[config.mk]
export PLATFORM = sky130hd
export DESIGN_NAME = egf_feature_regs
export DESIGN_NICKNAME = d
export VERILOG_FILES = /design/src/egf_pkg.sv /design/src/egf_exposure_timer.sv /design/src/egf_feature_regs.sv
export SDC_FILE = /design/constraint.sdc
export NUM_CORES = 1
export LEC_CHECK = 0
export BUFFER_PORTS_ARGS = -buffer_cell sky130_fd_sc_hd__buf_2
export CORE_MARGIN = 4
export CORE_UTILIZATION = 45
export DETAILED_ROUTE_END_ITERATION = 12
export GPL_ROUTABILITY_DRIVEN = 1
export PLACE_DENSITY = 0.75
export SETUP_SLACK_MARGIN = 0.2
export SYNTH_ARGS = -nofsm -noshare
export SYNTH_HDL_FRONTEND = slang
export SYNTH_HIERARCHICAL = 1
export SYNTH_SLANG_ARGS = --single-unit
[constraint.sdc]
create_clock -name mclk -period 9.5 [get_ports mclk]
set_clock_uncertainty 0.1 [all_clocks]
set_input_delay 0.95 -clock mclk [delete_from_list [all_inputs] [get_ports mclk]]
set_output_delay 0.95 -clock mclk [all_outputs]
set_load 0.005 [all_outputs]
[src/egf_pkg.sv]
`default_nettype none
package egf_pkg;

	localparam int REG_W   = 32;
	localparam int ADDR_W  = 12;
	localparam int VALUE_W = 12;
	localparam int TB_W    = 8;
	localparam int GCODE_W = 10;
	localparam int EXPUS_W = VALUE_W + TB_W;

	// Register byte addresses
	localparam logic [ADDR_W-1:0] EXPOSURE_OFS   = 12'h81c;
	localparam logic [ADDR_W-1:0] GAIN_OFS       = 12'h820;
	localparam logic [ADDR_W-1:0] TIME_BASE_OFS  = 12'h900;
	localparam logic [ADDR_W-1:0] ERROR_OFS      = 12'h904;
	localparam logic [ADDR_W-1:0] IRQ_STATUS_OFS = 12'h908;
	localparam logic [ADDR_W-1:0] IRQ_ENABLE_OFS = 12'h90c;
	localparam logic [ADDR_W-1:0] IRQ_CLEAR_OFS  = 12'h910;
	localparam logic [ADDR_W-1:0] EXPOSURE_US_OFS = 12'h914;
	localparam logic [ADDR_W-1:0] STATE_OFS      = 12'h918;

	// Field numbers count from the most significant end of the word
	localparam int MSB_POS      = REG_W - 1;
	localparam int PRESENT_POS  = MSB_POS - 0;
	localparam int ABS_POS      = MSB_POS - 1;
	localparam int ONE_PUSH_POS = MSB_POS - 5;
	localparam int ON_OFF_POS   = MSB_POS - 6;
	localparam int AUTO_POS     = MSB_POS - 7;
	localparam int VALUE_LSB    = MSB_POS - 31;

	localparam logic [VALUE_W-1:0] EXPOSURE_RESET  = 12'h1f4;
	localparam logic [VALUE_W-1:0] EXPOSURE_MIN    = 12'h001;
	localparam logic [VALUE_W-1:0] EXPOSURE_MAX    = 12'hfff;
	localparam logic [VALUE_W-1:0] GAIN_RESET      = 12'h172;
	localparam logic [VALUE_W-1:0] GAIN_MIN        = 12'h15e;
	localparam logic [VALUE_W-1:0] GAIN_MAX_NARROW = 12'h3ff;
	localparam logic [VALUE_W-1:0] GAIN_MAX_WIDE   = 12'h1ff;
	localparam logic [GCODE_W-1:0] GAIN_CODE_MAX   = 10'h3ff;

	localparam logic [TB_W-1:0] TIME_BASE_US_RESET = 8'h14;
	localparam int CLK_PERIOD_NS = 8;
	localparam int NS_PER_US     = 1000;
	localparam int CYC_PER_US    = (NS_PER_US + CLK_PERIOD_NS - 1) / CLK_PERIOD_NS;
	localparam int PRE_W         = $clog2(CYC_PER_US);

	localparam int ERR_W        = 2;
	localparam int ERR_EXP_BIT  = 0;
	localparam int ERR_GAIN_BIT = 1;
	localparam int IRQ_W         = 3;
	localparam int IRQ_EXP_ERR   = 0;
	localparam int IRQ_GAIN_ERR  = 1;
	localparam int IRQ_EXP_DONE  = 2;
	localparam int ST_ACTIVE_BIT = 0;
	localparam int ST_WIDE_BIT   = 1;

	typedef struct packed {
		logic              wr;
		logic              rd;
		logic [ADDR_W-1:0] addr;
		logic [REG_W-1:0]  wdata;
	} egf_bus_req_type;

endpackage : egf_pkg
`default_nettype wire

[src/egf_exposure_timer.sv]
`default_nettype none
module egf_exposure_timer #(
	parameter int VALUE_W = egf_pkg::VALUE_W,
	parameter int TB_W    = egf_pkg::TB_W
) (
	input  wire logic               mclk,
	input  wire logic               nrst,
	input  wire logic               clk_en,
	input  wire logic               start,
	input  wire logic [VALUE_W-1:0] value,
	input  wire logic [TB_W-1:0]    time_base,
	output var  logic               active_q,
	output var  logic               done_q
);
	typedef enum logic [0:0] {EGF_IDLE, EGF_RUN} egf_tstate_type;

	localparam logic [egf_pkg::PRE_W-1:0] PRE_LAST = egf_pkg::PRE_W'(egf_pkg::CYC_PER_US - 1);

	egf_tstate_type              state_q, state_d;
	logic [egf_pkg::PRE_W-1:0]   pre_q, pre_d;
	logic [TB_W-1:0]             us_q, us_d;
	logic [VALUE_W-1:0]          units_q, units_d;
	logic [VALUE_W-1:0]          val_q, val_d;
	logic [TB_W-1:0]             tb_q, tb_d;
	logic                        active_d, done_d;

	// Length is value x time base x cycles per microsecond, latched at start
	always_comb begin
		state_d  = state_q;
		pre_d    = pre_q;
		us_d     = us_q;
		units_d  = units_q;
		val_d    = val_q;
		tb_d     = tb_q;
		done_d   = 1'b0;
		case (state_q)
			EGF_IDLE: begin
				if (start) begin
					val_d   = value;
					tb_d    = time_base;
					pre_d   = '0;
					us_d    = '0;
					units_d = '0;
					if (value == '0) begin
						done_d = 1'b1;
					end else begin
						state_d = EGF_RUN;
					end
				end
			end
			EGF_RUN: begin
				pre_d = pre_q + 1'b1;
				if (pre_q == PRE_LAST) begin
					pre_d = '0;
					us_d  = us_q + 1'b1;
					if (us_q == tb_q - 1'b1) begin
						us_d    = '0;
						units_d = units_q + 1'b1;
						if (units_q + 1'b1 == val_q) begin
							state_d = EGF_IDLE;
							done_d  = 1'b1;
						end
					end
				end
			end
			default: begin
				state_d = EGF_IDLE;
			end
		endcase
		active_d = (state_d == EGF_RUN);
	end

	always_ff @(posedge mclk or negedge nrst) begin
		if (!nrst) begin
			state_q  <= EGF_IDLE;
			pre_q    <= '0;
			us_q     <= '0;
			units_q  <= '0;
			val_q    <= '0;
			tb_q     <= '0;
			active_q <= 1'b0;
			done_q   <= 1'b0;
		end else if (clk_en) begin
			state_q  <= state_d;
			pre_q    <= pre_d;
			us_q     <= us_d;
			units_q  <= units_d;
			val_q    <= val_d;
			tb_q     <= tb_d;
			active_q <= active_d;
			done_q   <= done_d;
		end
	end

endmodule : egf_exposure_timer
`default_nettype wire

[src/egf_feature_regs.sv]
// What this block does
// Bit 0 of both feature registers reads 1 as the presence flag and ignores writes.
// Bit 1 of both registers reads 0, so control is only through the value field, not an absolute_setting_register.
// Bit 5 of both registers reads 0 and ignores writes since single-shot adjustment is absent.
// Bit 6 of both registers reads 1 and writes cannot switch either feature off.
// Bit 7 of both registers reads 0 for manual control and ignores writes.
// Bits 2 to 4 and 8 to 19 of both registers read 0 and ignore writes.
// The exposure value sits in bits 20 to 31 and software keeps it between 1 and 4095.
// Exposure time is the stored exposure value times the time base; the value resets to 500.
// The time base resets to 20 microseconds and software may change it in its own register.
// The gain value sits in bits 20 to 31, resets to 370 and stays within 350 to 1023 for narrow formats.
// With a 16-bit pixel format software keeps the gain between 350 and 511.
// A gain value of 350 gives unity gain and 1023 gives the full 25.9 dB.
// A written value out of its range raises that feature's error flag while capture goes on.
// Bits are numbered from the top, so bit 0 is the word's most significant bit.
`default_nettype none
module egf_feature_regs #(
	parameter int TB_W = egf_pkg::TB_W
) (
	input  wire logic                          mclk,
	input  wire logic                          nrst,
	input  wire logic                          clk_en,
	input  wire egf_pkg::egf_bus_req_type      bus_req,
	output var  logic [egf_pkg::REG_W-1:0]     rdata_q,
	input  wire logic                          pixel_wide,
	input  wire logic                          exposure_start,
	output var  logic                          exposure_active_q,
	output var  logic [egf_pkg::VALUE_W-1:0]   exposure_value_q,
	output var  logic [TB_W-1:0]               time_base_q,
	output var  logic [egf_pkg::GCODE_W-1:0]   gain_code_q,
	output var  logic                          irq_q
);
	localparam int VW = egf_pkg::VALUE_W;
	localparam int RW = egf_pkg::REG_W;

	// Fixed flags and zero reserved bits above the live value field
	function automatic logic [RW-1:0] egf_feature_image(input logic [VW-1:0] value);
		logic [RW-1:0] img;
		img = '0;
		img[egf_pkg::PRESENT_POS]  = 1'b1;
		img[egf_pkg::ABS_POS]      = 1'b0;
		img[egf_pkg::ONE_PUSH_POS] = 1'b0;
		img[egf_pkg::ON_OFF_POS]   = 1'b1;
		img[egf_pkg::AUTO_POS]     = 1'b0;
		img[egf_pkg::VALUE_LSB +: VW] = value;
		return img;
	endfunction : egf_feature_image

	function automatic logic [VW-1:0] egf_value_field(input logic [RW-1:0] word);
		return word[egf_pkg::VALUE_LSB +: VW];
	endfunction : egf_value_field

	function automatic logic egf_out_of_range(
		input logic [VW-1:0] value,
		input logic [VW-1:0] lo,
		input logic [VW-1:0] hi
	);
		return (value < lo) || (value > hi);
	endfunction : egf_out_of_range

	logic [VW-1:0]                   gain_q, gain_d;
	logic [VW-1:0]                   exposure_value_d;
	logic [TB_W-1:0]                 time_base_d;
	logic [egf_pkg::ERR_W-1:0]       err_q, err_d;
	logic [egf_pkg::IRQ_W-1:0]       irq_status_q, irq_status_d;
	logic [egf_pkg::IRQ_W-1:0]       irq_en_q, irq_en_d;
	logic                            irq_d;
	logic [RW-1:0]                   rdata_d;
	logic [egf_pkg::GCODE_W-1:0]     gain_code_d;
	logic [egf_pkg::EXPUS_W-1:0]     exposure_us_q, exposure_us_d;
	logic                            timer_active;
	logic                            timer_done;

	logic                            wr_exposure;
	logic                            wr_gain;
	logic                            wr_time_base;
	logic                            wr_irq_en;
	logic                            wr_irq_clr;
	logic [VW-1:0]                   wvalue;
	logic [VW-1:0]                   gain_max;
	logic                            exp_bad;
	logic                            gain_bad;
	logic [egf_pkg::IRQ_W-1:0]       irq_events;
	logic [egf_pkg::IRQ_W-1:0]       irq_clear;
	logic [VW-1:0]                   gain_above;

	// Write decode
	always_comb begin
		wr_exposure  = bus_req.wr && (bus_req.addr == egf_pkg::EXPOSURE_OFS);
		wr_gain      = bus_req.wr && (bus_req.addr == egf_pkg::GAIN_OFS);
		wr_time_base = bus_req.wr && (bus_req.addr == egf_pkg::TIME_BASE_OFS);
		wr_irq_en    = bus_req.wr && (bus_req.addr == egf_pkg::IRQ_ENABLE_OFS);
		wr_irq_clr   = bus_req.wr && (bus_req.addr == egf_pkg::IRQ_CLEAR_OFS);
		wvalue       = egf_value_field(bus_req.wdata);
		// The gain ceiling follows the pixel format in force at the write
		gain_max     = pixel_wide ? egf_pkg::GAIN_MAX_WIDE : egf_pkg::GAIN_MAX_NARROW;
		exp_bad      = egf_out_of_range(wvalue, egf_pkg::EXPOSURE_MIN,
			egf_pkg::EXPOSURE_MAX);
		gain_bad     = egf_out_of_range(wvalue, egf_pkg::GAIN_MIN, gain_max);
	end

	// Feature values, error flags and the time base
	always_comb begin
		exposure_value_d = exposure_value_q;
		gain_d           = gain_q;
		time_base_d      = time_base_q;
		err_d            = err_q;
		// Out of range values are still stored; capture runs on with them
		if (wr_exposure) begin
			exposure_value_d = wvalue;
			err_d[egf_pkg::ERR_EXP_BIT] = exp_bad;
		end
		if (wr_gain) begin
			gain_d = wvalue;
			err_d[egf_pkg::ERR_GAIN_BIT] = gain_bad;
		end
		// A zero time base would wrap the exposure counter to 256 microseconds per step, so it is refused
		if (wr_time_base && (bus_req.wdata[TB_W-1:0] != '0)) begin
			time_base_d = bus_req.wdata[TB_W-1:0];
		end
		// Widen both factors first so the product keeps all of its bits
		exposure_us_d = egf_pkg::EXPUS_W'(exposure_value_d) *
			egf_pkg::EXPUS_W'(time_base_d);
	end

	// Analog gain step: zero is unity, saturating at the top of the range
	always_comb begin
		gain_above = gain_d - egf_pkg::GAIN_MIN;
		if (gain_d < egf_pkg::GAIN_MIN) begin
			gain_code_d = '0;
		end else if (gain_above > VW'(egf_pkg::GAIN_CODE_MAX)) begin
			gain_code_d = egf_pkg::GAIN_CODE_MAX;
		end else begin
			gain_code_d = gain_above[egf_pkg::GCODE_W-1:0];
		end
	end

	// Sticky event bits; an event in the clearing cycle survives
	always_comb begin
		irq_events = '0;
		irq_events[egf_pkg::IRQ_EXP_ERR]  = wr_exposure && exp_bad;
		irq_events[egf_pkg::IRQ_GAIN_ERR] = wr_gain && gain_bad;
		irq_events[egf_pkg::IRQ_EXP_DONE] = timer_done;
		irq_clear = wr_irq_clr ? bus_req.wdata[egf_pkg::IRQ_W-1:0] : '0;
		irq_en_d  = wr_irq_en ? bus_req.wdata[egf_pkg::IRQ_W-1:0] : irq_en_q;
		irq_status_d = (irq_status_q & ~irq_clear) | irq_events;
		irq_d = |(irq_status_d & irq_en_d);
	end

	// Read port: data only in the cycle after the strobe, else zero
	always_comb begin
		rdata_d = '0;
		if (bus_req.rd) begin
			case (bus_req.addr)
				egf_pkg::EXPOSURE_OFS: begin
					rdata_d = egf_feature_image(exposure_value_q);
				end
				egf_pkg::GAIN_OFS: begin
					rdata_d = egf_feature_image(gain_q);
				end
				egf_pkg::TIME_BASE_OFS: begin
					rdata_d[TB_W-1:0] = time_base_q;
				end
				egf_pkg::ERROR_OFS: begin
					rdata_d[egf_pkg::ERR_W-1:0] = err_q;
				end
				egf_pkg::IRQ_STATUS_OFS: begin
					rdata_d[egf_pkg::IRQ_W-1:0] = irq_status_q;
				end
				egf_pkg::IRQ_ENABLE_OFS: begin
					rdata_d[egf_pkg::IRQ_W-1:0] = irq_en_q;
				end
				egf_pkg::EXPOSURE_US_OFS: begin
					rdata_d[egf_pkg::EXPUS_W-1:0] = exposure_us_q;
				end
				egf_pkg::STATE_OFS: begin
					rdata_d[egf_pkg::ST_ACTIVE_BIT] = timer_active;
					rdata_d[egf_pkg::ST_WIDE_BIT]   = pixel_wide;
				end
				default: begin
					rdata_d = '0;
				end
			endcase
		end
	end

	always_ff @(posedge mclk or negedge nrst) begin
		if (!nrst) begin
			exposure_value_q <= egf_pkg::EXPOSURE_RESET;
			gain_q           <= egf_pkg::GAIN_RESET;
			time_base_q      <= egf_pkg::TIME_BASE_US_RESET;
			err_q            <= '0;
			irq_status_q     <= '0;
			irq_en_q         <= '0;
			irq_q            <= 1'b0;
			rdata_q          <= '0;
			gain_code_q      <= egf_pkg::GCODE_W'(egf_pkg::GAIN_RESET - egf_pkg::GAIN_MIN);
			exposure_us_q    <= egf_pkg::EXPUS_W'(egf_pkg::EXPOSURE_RESET) *
				egf_pkg::EXPUS_W'(egf_pkg::TIME_BASE_US_RESET);
			exposure_active_q <= 1'b0;
		end else if (clk_en) begin
			exposure_value_q <= exposure_value_d;
			gain_q           <= gain_d;
			time_base_q      <= time_base_d;
			err_q            <= err_d;
			irq_status_q     <= irq_status_d;
			irq_en_q         <= irq_en_d;
			irq_q            <= irq_d;
			rdata_q          <= rdata_d;
			gain_code_q      <= gain_code_d;
			exposure_us_q    <= exposure_us_d;
			exposure_active_q <= timer_active;
		end
	end

	// Exposure length is value x time base, taken when the exposure starts
	egf_exposure_timer #(
		.VALUE_W (VW),
		.TB_W    (TB_W)
	) u_timer (
		.mclk      (mclk),
		.nrst      (nrst),
		.clk_en    (clk_en),
		.start     (exposure_start),
		.value     (exposure_value_q),
		.time_base (time_base_q),
		.active_q  (timer_active),
		.done_q    (timer_done)
	);

endmodule : egf_feature_regs
`default_nettype wire

==> results.sh, run 1 <==
export IMPL_cp_max_fo=17
export IMPL_cts_sinks=142
export IMPL_tightest_slew_ns=1.06
export IMPL_synth_async_reset_ratio_pct=100
export IMPL_clk_pin_slew_ns=0.06
export IMPL_post_synth_xor_area_fraction_pct=4.53
export IMPL_period_minus_slack_ns=7.98
export IMPL_fp_dieW_um=163
export IMPL_hold_viol=0
export IMPL_drive_above_1_share_pct=16.7
export IMPL_setup_viol=0
export IMPL_fin_crit_sh_pct=84.0
export IMPL_r2r_setup_slack_ns=3.85
export IMPL_dieArea_mm2=0.0266
export IMPL_cp_arrival_ns=8.20
export IMPL_start_util_pct=46.0
export IMPL_die_h_um=163
export IMPL_cp_cell_sequence="buf_2 -> or4_1 -> or4_1 -> nor2_2 -> buf_4 -> and2_1 -> mux2i_1 -> nor2_1 -> fa_1 -> inv_1 -> fa_1 -> inv_1 -> fa_1 -> inv_1 -> fa_1 -> inv_1 -> ha_1 -> or3_1 -> o221a_2 -> o2111ai_1 -> nand4_1 -> and3_1 -> a211o_1"
export IMPL_clockRootBuffer="clkbuf_16"
export IMPL_final_area_mm2=0.0120
export IMPL_fillers=2169
export IMPL_maxSlewHeadroom_pct=29.2
export IMPL_crit_type="in -> reg"
export IMPL_power_total_mw=1.80
export IMPL_wl_met2_um=13200
export IMPL_synthToLayoutAreaGrowth_pct=11.1
export IMPL_cts_buffer_depth=2
export IMPL_outcome="finished clean"
export IMPL_num_vias=8845
export IMPL_fin_nets=1393
export IMPL_cp_end_kind="flop"
export IMPL_h_tree_depth=4
export IMPL_clk_insertion_delay_late_ns=0.44
export IMPL_cts_resized=0
export IMPL_grt_pass1_vias=8958
export IMPL_p_switching_uw=603
export IMPL_gp_congestion=0.877
export IMPL_first_iter_violations=661
export IMPL_synth_edff_count=0
export IMPL_cts_tree="built"
export IMPL_startpoint_type="primary input"
export IMPL_cts_made_buffers=17
export IMPL_ys_warn_count=6
export IMPL_cp_slowest_cell="mux2i_1"
export IMPL_grtUsageTotal_pct=21.6
export IMPL_placed_area_mm2=0.0115
export IMPL_postCtsSetupBuffers=0
export IMPL_drv_slew=0
export IMPL_ys_flop_type="dfrtp_1"
export IMPL_drt_pass1_iterations=5
export IMPL_rsz0062_at_grt="no"
export IMPL_grt_ovfl_total=0
export IMPL_n_antenna_cell=0
export IMPL_seqPwrFrac_pct=41.8
export IMPL_crit_path_max_incr_delay_ns=0.71
export IMPL_leakagePower_nw=5.86
export IMPL_ys_top_cells_by_area="dfrtp_1 28%, fa_1 11%, ha_1 5.4%, nand2_1 5.1%, dfstp_2 4.9%"
export IMPL_dp_hpwl_um=20100
export IMPL_synth_area_mm2=0.0108
export IMPL_antenna_found_initial=0
export IMPL_grt_max_degree=83
export IMPL_synthMuxAreaShare_pct=6.38
export IMPL_setup_tns_ns=0
export IMPL_fmax_mhz=125
export IMPL_synthSimpleGateAreaFrac_pct=19.4
export IMPL_clockPowerShare_pct=35.1
export IMPL_vias_per_cell=5.64
export IMPL_wl_met1_um=11700
export IMPL_synth_compound_area_share_pct=13.2
export IMPL_synth_top_area_share_pct=28.2
export IMPL_maxCapViolCount=0
export IMPL_synth_adder_area_share_pct=16.5
export IMPL_syn_area_per_cell_um2=9.20
export IMPL_met3_length_um=2260
export IMPL_core_mm2=0.0235
export IMPL_ant_nets=0
export IMPL_io_buffers=84
export IMPL_powerDensity_mw_per_mm2=150
export IMPL_wl_per_cell_um=17.8
export IMPL_routed_wirelength_um=27900
export IMPL_yosys_area_top_type="dfrtp_1"
export IMPL_hp_class="reg -> reg"
export IMPL_synth_seq_cells=142
export IMPL_internal_power_mw=1.20
export IMPL_ys_types=84
export IMPL_grt_pass1_wl_um=46200
export IMPL_comb_power_share_pct=23.1
export IMPL_ctsHoldBuffers=0
export IMPL_p_sw_share_pct=33.4
export IMPL_drc_errors=0
export IMPL_synthCells=1177
export IMPL_synth_yosys_seq_area_share_pct=33.0
export IMPL_synth_top_family_by_area="simple AND/OR/NAND/NOR gates"
export IMPL_cp_required_ns=9.72
export IMPL_rows=56
export IMPL_io_pins=115
export IMPL_irDropWorstVdd_v=0.0000830
export IMPL_top_layer_used="met4"
[sequential cells by signal, summed over array words and instances, names as in the netlist]
signal and flops:
exposure_us_q 20, gain_q 12, irq_status_q 3, u_timer/us_q 8, u_timer/val_q 12, gain_code_q 10, irq_en_q 3, time_base_q 8
exposure_active_q 1, rdata_q 21, err_q 2, u_timer/tb_q 8, u_timer/done_q 1, u_timer/units_q 12, u_timer/pre_q 7, u_timer/state_q 1
irq_q 1, exposure_value_q 12
[cells in the mapped netlist, drive strengths merged, types with 12 or more instances]
| library cell | n |
|---|---|
| nand2 | 146 |
| nor2 | 125 |
| dfrtp | 122 |
| inv | 103 |
| fa | 60 |
| clkbuf | 47 |
| ha | 47 |
| mux2i | 36 |
| o21ai | 35 |
| xnor2 | 33 |
| or2 | 31 |
| a21oi | 30 |
| mux2 | 29 |
| buf | 27 |
| nand3 | 27 |
| xor2 | 23 |
| dfstp | 20 |
| nor3 | 20 |
| a22o | 19 |
| nor4 | 17 |
| a211oi | 15 |
| o2bb2ai | 13 |
| o21a | 12 |
[layout make-up]
class,count,area [µm²],share of cell area [%]
Inverter,103,387,3.21
Clock inverter,10,93.8,0.780
Timing Repair Buffer,104,577,4.79
Multi-Input combinational cell,867,6540,54.4
Sequential cell,142,3580,29.7
Clock buffer,22,454,3.78
Tap cell,319,399,3.32
[power by group through the flow]
stage,logic (mW),clock network [mW],registers (mW)
floorplan,0.309,0,0.733
global placement,0.402,0,0.761
detailed placement,0.415,0,0.763
CTS,0.418,0.642,0.754
global route,0.469,0.667,0.765
finish,0.417,0.633,0.754
[per-layer routing]
| metal | track usage, % | up-vias |
|---|---|---|
| li1 | - | 4124 |
| met1 | 28.2 | 4328 |
| met2 | 35.2 | 335 |
| met3 | 5.45 | 58 |
| met4 | 7.74 | 0 |
| met5 | 0 | - |
[worst max-delay path, delay by kind of cell]
family | cells | cell delay (ns)
simple gates | 8 | 2.78
compound gates | 3 | 0.83
mux | 1 | 0.71
buf+inv | 6 | 0.52
fa+ha+maj | 5 | 2.39
[cell families after synthesis]
kind of cell | Yosys count
compound gates | 198
xor+xnor | 56
fa+ha+maj | 107
buf+inv | 177
flops | 142
mux | 65
other cells | 1
simple gates | 431
[stage by stage]
stage	worst slack (ns)	hold WS, ns	util, %	cells
final	1.52	0.381	51.1	1567
after detailed placement	1.08	0.368	48.8	1535
after global routing	1.13	0.410	51.1	1567
after CTS	1.51	0.382	51.1	1567
after global placement	1.12	0.365	48.8	1535
after floorplan	2.15	0.346	-	1186
[worst paths after layout]
path,from,to,cells after the start
setup / recovery,bus_req[33],exposure_us_q[19],23
hold / removal,exposure_us_q[7],exposure_us_q[7],1
setup reg to reg,exposure_value_q[3],exposure_us_q[19],17
hold reg to reg,exposure_us_q[7],exposure_us_q[7],1
max in group asynchronous,nrst,rdata_q[19],2
min in group asynchronous,nrst,u_timer/pre_q[4],1
[placed cells by master (no fill, tap or decap), drive strengths merged, types with 6 or more instances in the layout]
| cell type | netlist | routed |
|---|---|---|
| and3 | 9 | 9 |
| nand2 | 146 | 146 |
| clkbuf | 47 | 22 |
| xor2 | 23 | 23 |
| inv | 103 | 103 |
| nand3 | 27 | 27 |
| ha | 47 | 47 |
| o21ai | 35 | 35 |
| o31ai | 7 | 7 |
| a211oi | 15 | 15 |
| or2 | 31 | 31 |
| a22o | 19 | 19 |
| a21o | 10 | 10 |
| nor2 | 125 | 125 |
| o2bb2ai | 13 | 13 |
| dfrtp | 122 | 122 |
| mux2i | 36 | 36 |
| o21a | 12 | 12 |
| dfstp | 20 | 20 |
| a221oi | 8 | 8 |
| a21oi | 30 | 30 |
| nand4 | 8 | 8 |
| nand2b | 7 | 7 |
| nor4 | 17 | 17 |
| nor3 | 20 | 20 |
| xnor2 | 33 | 33 |
| clkinv | 0 | 6 |
| conb | 1 | 10 |
| a22oi | 7 | 7 |
| buf | 27 | 104 |
| mux2 | 29 | 29 |
| fa | 60 | 60 |
(Power assumes the default switching activity.)
==> run 2: changes to the inputs <==
Settings changed: ABC_AREA set to 1, PLACE_DENSITY 0.75 to 0.77.
Clock period 9.5 ns to 7.07 ns, I/O delays scaled along.
==> results.sh, run 2 <==
export IMPL_outcome="finished clean"
export IMPL_core_mm2=0.0242
export IMPL_irDropWorstVdd_v=0.000126
export IMPL_leakagePower_nw=6.38
export IMPL_synthCells=1473
export IMPL_synth_yosys_seq_area_share_pct=32.5
export IMPL_final_cell_mix="387 x nand2_1, 232 x inv_1, 142 x nor2_1, 122 x dfrtp_1, 118 x o21ai_0"
export IMPL_cp_cell_sequence="buf_2 -> nor2_2 -> nand3_1 -> inv_1 -> nand3_2 -> nor3_2 -> nor2_1 -> a21oi_2 -> inv_1 -> buf_4 -> nor2_1 -> fa_1 -> fa_1 -> fa_1 -> inv_1 -> fa_1 -> inv_1 -> ha_1 -> nand2_1 -> o21ai_0 -> a21boi_0 -> o21ai_0 -> xnor2_1 -> o21ai_0"
export IMPL_rsz0062_at_grt="no"
export IMPL_ctsHoldBuffers=0
export IMPL_drt_pass1_iterations=8
export IMPL_cp_required_ns=7.23
export IMPL_ys_top_cells_by_area="dfrtp_1 28%, nand2_1 13%, fa_1 11%, inv_1 7.9%, o21ai_0 5.4%"
export IMPL_largest_reg_flops=21
export IMPL_period_minus_slack_ns=6.31
export IMPL_pre_cts_ws_ns=0.283
export IMPL_yosysMostFrequentCell="nand2_1"
export IMPL_maxCapViolCount=0
export IMPL_synthToLayoutAreaGrowth_pct=12.9
export IMPL_dp_hpwl_um=23400
export IMPL_setup_ws_ns=0.763
export IMPL_start_util_pct=45.6
export IMPL_io_buffers=84
export IMPL_io_pins=115
export IMPL_startpoint_type="primary input"
export IMPL_cp_arrival_ns=6.46
export IMPL_synth_common_cells="387 x nand2_1, 233 x inv_1, 143 x nor2_1"
export IMPL_synth_seq_cells=142
export IMPL_fp_dieW_um=164
export IMPL_setup_worst_path_start="bus_req[39]"
export IMPL_drc_errors=0
export IMPL_synth_async_reset_ratio_pct=100
export IMPL_ys_types=55
export IMPL_grt_pass1_vias=9758
export IMPL_ant_nets=0
export IMPL_gp_congestion=0.964
export IMPL_syn_area_per_cell_um2=7.48
export IMPL_cts_made_buffers=17
export IMPL_setup_tns_ns=0
export IMPL_maxSlewHeadroom_pct=25.6
export IMPL_clk_pin_slew_ns=0.06
export IMPL_drv_slew=0
export IMPL_crit_family="adder cells"
export IMPL_yosys_area_top_type="dfrtp_1"
export IMPL_cts_buffer_depth=2
export IMPL_routed_wirelength_um=30900
export IMPL_fin_crit_sh_pct=89.2
export IMPL_clk_insertion_delay_late_ns=0.43
export IMPL_synth_area_mm2=0.0110
export IMPL_grtUsageTotal_pct=23.1
export IMPL_dieArea_mm2=0.0271
export IMPL_numPlacedInstances=1866
export IMPL_crit_path_max_incr_delay_ns=0.56
export IMPL_hold_viol=0
export IMPL_vias_per_cell=5.32
export IMPL_regMostFlops="rdata_q"
export IMPL_grt_max_degree=78
export IMPL_final_common_cell="nand2_1"
export IMPL_num_vias=10089
export IMPL_stdcell_count=1898
export IMPL_placed_area_mm2=0.0118
export IMPL_powerDensity_mw_per_mm2=173
export IMPL_cp_max_fo=7
export IMPL_die_h_um=164
export IMPL_rr_startpoint="time_base_q[4]"
export IMPL_rows=57
export IMPL_reg_largest_list="rdata_q x21, exposure_us_q x20"
export IMPL_fmax_mhz=159
export IMPL_crit_type="in -> reg"
export IMPL_hp_class="in -> async"
export IMPL_n_antenna_cell=0
export IMPL_cts_tree="built"
export IMPL_ys_warn_count=6
export IMPL_synth_top_area_share_pct=27.7
export IMPL_wl_per_cell_um=16.3
export IMPL_cts_sinks=142
export IMPL_grt_ovfl_total=0
export IMPL_postCtsSetupBuffers=0
export IMPL_fin_nets=1719
export IMPL_setup_viol=0
export IMPL_drive_above_1_share_pct=13.5
export IMPL_ys_flop_type="dfrtp_1"
export IMPL_antenna_found_initial=1
export IMPL_grt_pass1_wl_um=49400
export IMPL_cp_end_kind="flop"
export IMPL_final_area_mm2=0.0124
export IMPL_first_iter_violations=972
export IMPL_critPathBufInv=6
export IMPL_h_tree_depth=4
export IMPL_clockRootBuffer="clkbuf_16"
export IMPL_cp_slowest_cell="fa_1"
export IMPL_tightest_slew_ns=1.11
export IMPL_synth_edff_count=0
export IMPL_holdWs_ns=0.220
==> run 2: cell types whose count changed after synthesis, sizes merged, moves of 29 or more <==
cell | previous run | this run
inv | 103 | 238
mux2 | 29 | 0
mux2i | 36 | 0
nand2 | 146 | 401
nand3 | 27 | 87
nor2 | 125 | 156
o21ai | 35 | 136
==> run 2: cell families after synthesis <==
kind of cell / share of synthesized area [%]
AND/OR/NAND/NOR: 26.9
buffers and inverters: 10.4
AO/OA/AOI/OAI: 11.5
flip-flops: 32.5
adder cells (fa/ha/maj): 16.2
XOR/XNOR: 2.51
other: 0.0340
==> run 2: stage by stage <==
stage	power (mW)	util [%]
after global routing	2.23	51.5
final	2.15	51.5
after CTS	2.16	51.4
after detailed placement	1.16	48.8
after floorplan	1.05	-
after global placement	1.16	48.8
==> run 2: path summary, 6_finish.rpt <==
| path | cells past startpoint | slack (ns) | end |
|---|---|---|---|
| min reg2reg | 1 | 0.37 | u_timer/pre_q[6] |
| min | 1 | 0.22 | u_timer/tb_q[0] |
| min in group mclk | 1 | 0.37 | u_timer/pre_q[6] |
| max in group asynchronous | 2 | 5.32 | u_timer/tb_q[6] |
| max reg2reg | 17 | 1.63 | exposure_us_q[13] |
| max | 24 | 0.76 | exposure_us_q[15] |
==> run 2: final cells by class <==
class	instances	area, µm²
Multi-Input combinational cell	1055	6330
Fill cell	2275	11700
Clock inverter	14	214
Timing Repair Buffer	103	569
Tap cell	324	405
Inverter	242	910
Clock buffer	18	429
Sequential cell	142	3580
==> run 2: timing repair <==
action                     CTS  global route
setup endpoints to repair    0             1
hold endpoints to repair     0             0
resized for setup            0             1
==> run 2: layer usage <==
layer	GRT usage, %	share of wire [%]	vias up	wire, µm
li1	-	-	4811	-
met1	30.1	41	4764	12700
met2	37.7	47	433	14600
met3	5.47	8.5	79	2620
met4	8.54	3.0	2	940
met5	0	0.042	-	13
==> run 2: power breakdown <==
group / leakage (nW) / total [mW] / internal [mW] / switching, mW
Sequential: 1.80 / 0.892 / 0.857 / 0.0351
Clock: 0.319 / 0.995 / 0.628 / 0.367
Combinational: 4.26 / 0.265 / 0.0820 / 0.183
==> run 3: changes to the inputs <==
Settings changed: CORE_MARGIN 4 to 2.
==> results.sh, run 3 (synthesized netlist as in run 2, its figures left out) <==
export IMPL_crit_type="in -> reg"
export IMPL_clockRootBuffer="clkbuf_16"
export IMPL_drc_errors=0
export IMPL_cp_end_kind="flop"
export IMPL_setup_tns_ns=0
export IMPL_crit_family="adder cells"
export IMPL_regArea_mm2=0.00358
export IMPL_largest_reg_flops=21
export IMPL_power_total_mw=2.11
export IMPL_p_switching_uw=583
export IMPL_cts_buffer_depth=2
export IMPL_die_h_um=160
export IMPL_maxSlewHeadroom_pct=27.3
export IMPL_fin_crit_sh_pct=89.3
export IMPL_dp_hpwl_um=23100
export IMPL_cts_resized=0
export IMPL_hold_viol=0
export IMPL_ctsHoldBuffers=0
export IMPL_powerDensity_mw_per_mm2=170
export IMPL_cp_slowest_cell="fa_1"
export IMPL_numPlacedInstances=1863
export IMPL_cp_arrival_ns=6.49
export IMPL_setup_viol=0
export IMPL_comb_power_share_pct=12.2
export IMPL_dieArea_mm2=0.0258
export IMPL_rsz0062_at_grt="no"
export IMPL_core_mm2=0.0242
export IMPL_hp_class="in -> async"
export IMPL_critPathBufInv=6
export IMPL_start_util_pct=45.6
export IMPL_irDropWorstVdd_v=0.000166
export IMPL_reg_largest_list="rdata_q x21, exposure_us_q x20"
export IMPL_cts_sinks=142
export IMPL_synthToLayoutAreaGrowth_pct=12.6
export IMPL_ant_nets=0
export IMPL_pre_cts_ws_ns=0.411
export IMPL_timing_critical_path_mode_cell="o21ai_0"
export IMPL_h_tree_depth=4
export IMPL_cts_tree="built"
export IMPL_wl_per_cell_um=16.1
export IMPL_stdcell_count=1895
export IMPL_tightest_slew_ns=1.09
export IMPL_fin_nets=1716
export IMPL_cts_made_buffers=17
export IMPL_grt_max_degree=80
export IMPL_period_minus_slack_ns=6.31
export IMPL_n_antenna_cell=0
export IMPL_multiInputGateArea_mm2=0.00633
export IMPL_antenna_found_initial=0
export IMPL_gp_congestion=0.989
export IMPL_io_buffers=84
export IMPL_clk_insertion_delay_late_ns=0.44
export IMPL_clockPowerShare_pct=45.6
export IMPL_final_cell_mix="387 x nand2_1, 232 x inv_1, 142 x nor2_1, 122 x dfrtp_1, 118 x o21ai_0"
export IMPL_routed_wirelength_um=30600
export IMPL_drv_slew=0
export IMPL_vias_per_cell=5.33
export IMPL_fmax_mhz=158
export IMPL_fillers=2271
export IMPL_drive_above_1_share_pct=13.3
export IMPL_r2r_setup_slack_ns=1.52
export IMPL_seqPwrFrac_pct=42.2
export IMPL_grt_ovfl_total=0
export IMPL_outcome="finished clean"
export IMPL_maxCapViolCount=0
export IMPL_grt_pass1_wl_um=49300
export IMPL_io_pins=115
export IMPL_clk_pin_slew_ns=0.06
export IMPL_crit_path_max_incr_delay_ns=0.57
export IMPL_startpoint_type="primary input"
export IMPL_final_common_cell="nand2_1"
export IMPL_drt_pass1_iterations=6
export IMPL_num_vias=10107
export IMPL_setup_ws_ns=0.760
export IMPL_fp_dieW_um=160
export IMPL_rows=57
export IMPL_grt_pass1_vias=9604
export IMPL_first_iter_violations=877
export IMPL_p_sw_share_pct=27.6
export IMPL_grtUsageTotal_pct=24.2
export IMPL_postCtsSetupBuffers=0
export IMPL_regMostFlops="rdata_q"
export IMPL_internal_power_mw=1.53
export IMPL_leakagePower_nw=6.35
export IMPL_cp_required_ns=7.25
export IMPL_cp_max_fo=19
run 3: changes by cell type in the layout (fill, tap and decap cells not counted), sizes merged:
cell,delta
clkinvlp,+2
clkinv,-3
buf,-3
clkbuf,+3
bufinv,-2
run 3: power groups by stage:
stage	Combinational [mW]	Sequential [mW]	Clock (mW)
floorplan	0.153	0.894	0
global placement	0.250	0.903	0
detailed placement	0.255	0.905	0
CTS	0.257	0.891	0.968
global route	0.288	0.897	1.00
finish	0.258	0.892	0.965
run 3: final timing paths:
check	from	end	cells past startpoint
max in group asynchronous	nrst	irq_status_q[2]	2
setup / recovery	bus_req[39]	exposure_us_q[16]	25
setup reg to reg	time_base_q[4]	exposure_us_q[15]	18
hold / removal	nrst	u_timer/pre_q[5]	1
hold reg to reg	gain_code_q[2]	gain_code_q[2]	2
min in group mclk	gain_code_q[2]	gain_code_q[2]	2
run 3: layer usage:
metal / track usage [%] / up-vias / wire length, µm / part of all wire [%]
met4: 8.76 / 0 / 1050 / 3.4
met2: 39.7 / 404 / 14300 / 47
li1: - / 4811 / - / -
met3: 5.53 / 87 / 2500 / 8.2
met5: 0 / - / 0 / 0
met1: 31.7 / 4805 / 12700 / 42
run 3: cell type report:
| class | count | area share (%) |
|---|---|---|
| clock buffers | 21 | 3.87 |
| multi-input cells | 1055 | 51.0 |
| inverters | 242 | 7.33 |
| flip-flops and latches | 142 | 28.8 |
| clock inverters | 11 | 1.24 |
| well taps | 324 | 3.27 |
| repair buffers | 100 | 4.41 |
run 3: through the flow:
stage	hold WS, ns	util, %	area (µm²)
after global placement	0.350	48.7	11800
after floorplan	0.311	-	11100
after global routing	0.257	51.3	12400
after CTS	0.250	51.3	12400
final	0.196	51.3	12400
after detailed placement	0.357	48.7	11800
run 3: worst register-to-register path: cells and delay by family, from the launching register on:
family | cells | cell delay, ns
flops | 1 | 0.60
xor+xnor | 1 | 0.16
fa+ha+maj | 5 | 2.39
compound gates | 7 | 1.30
simple gates | 2 | 0.33
buf+inv | 3 | 0.50
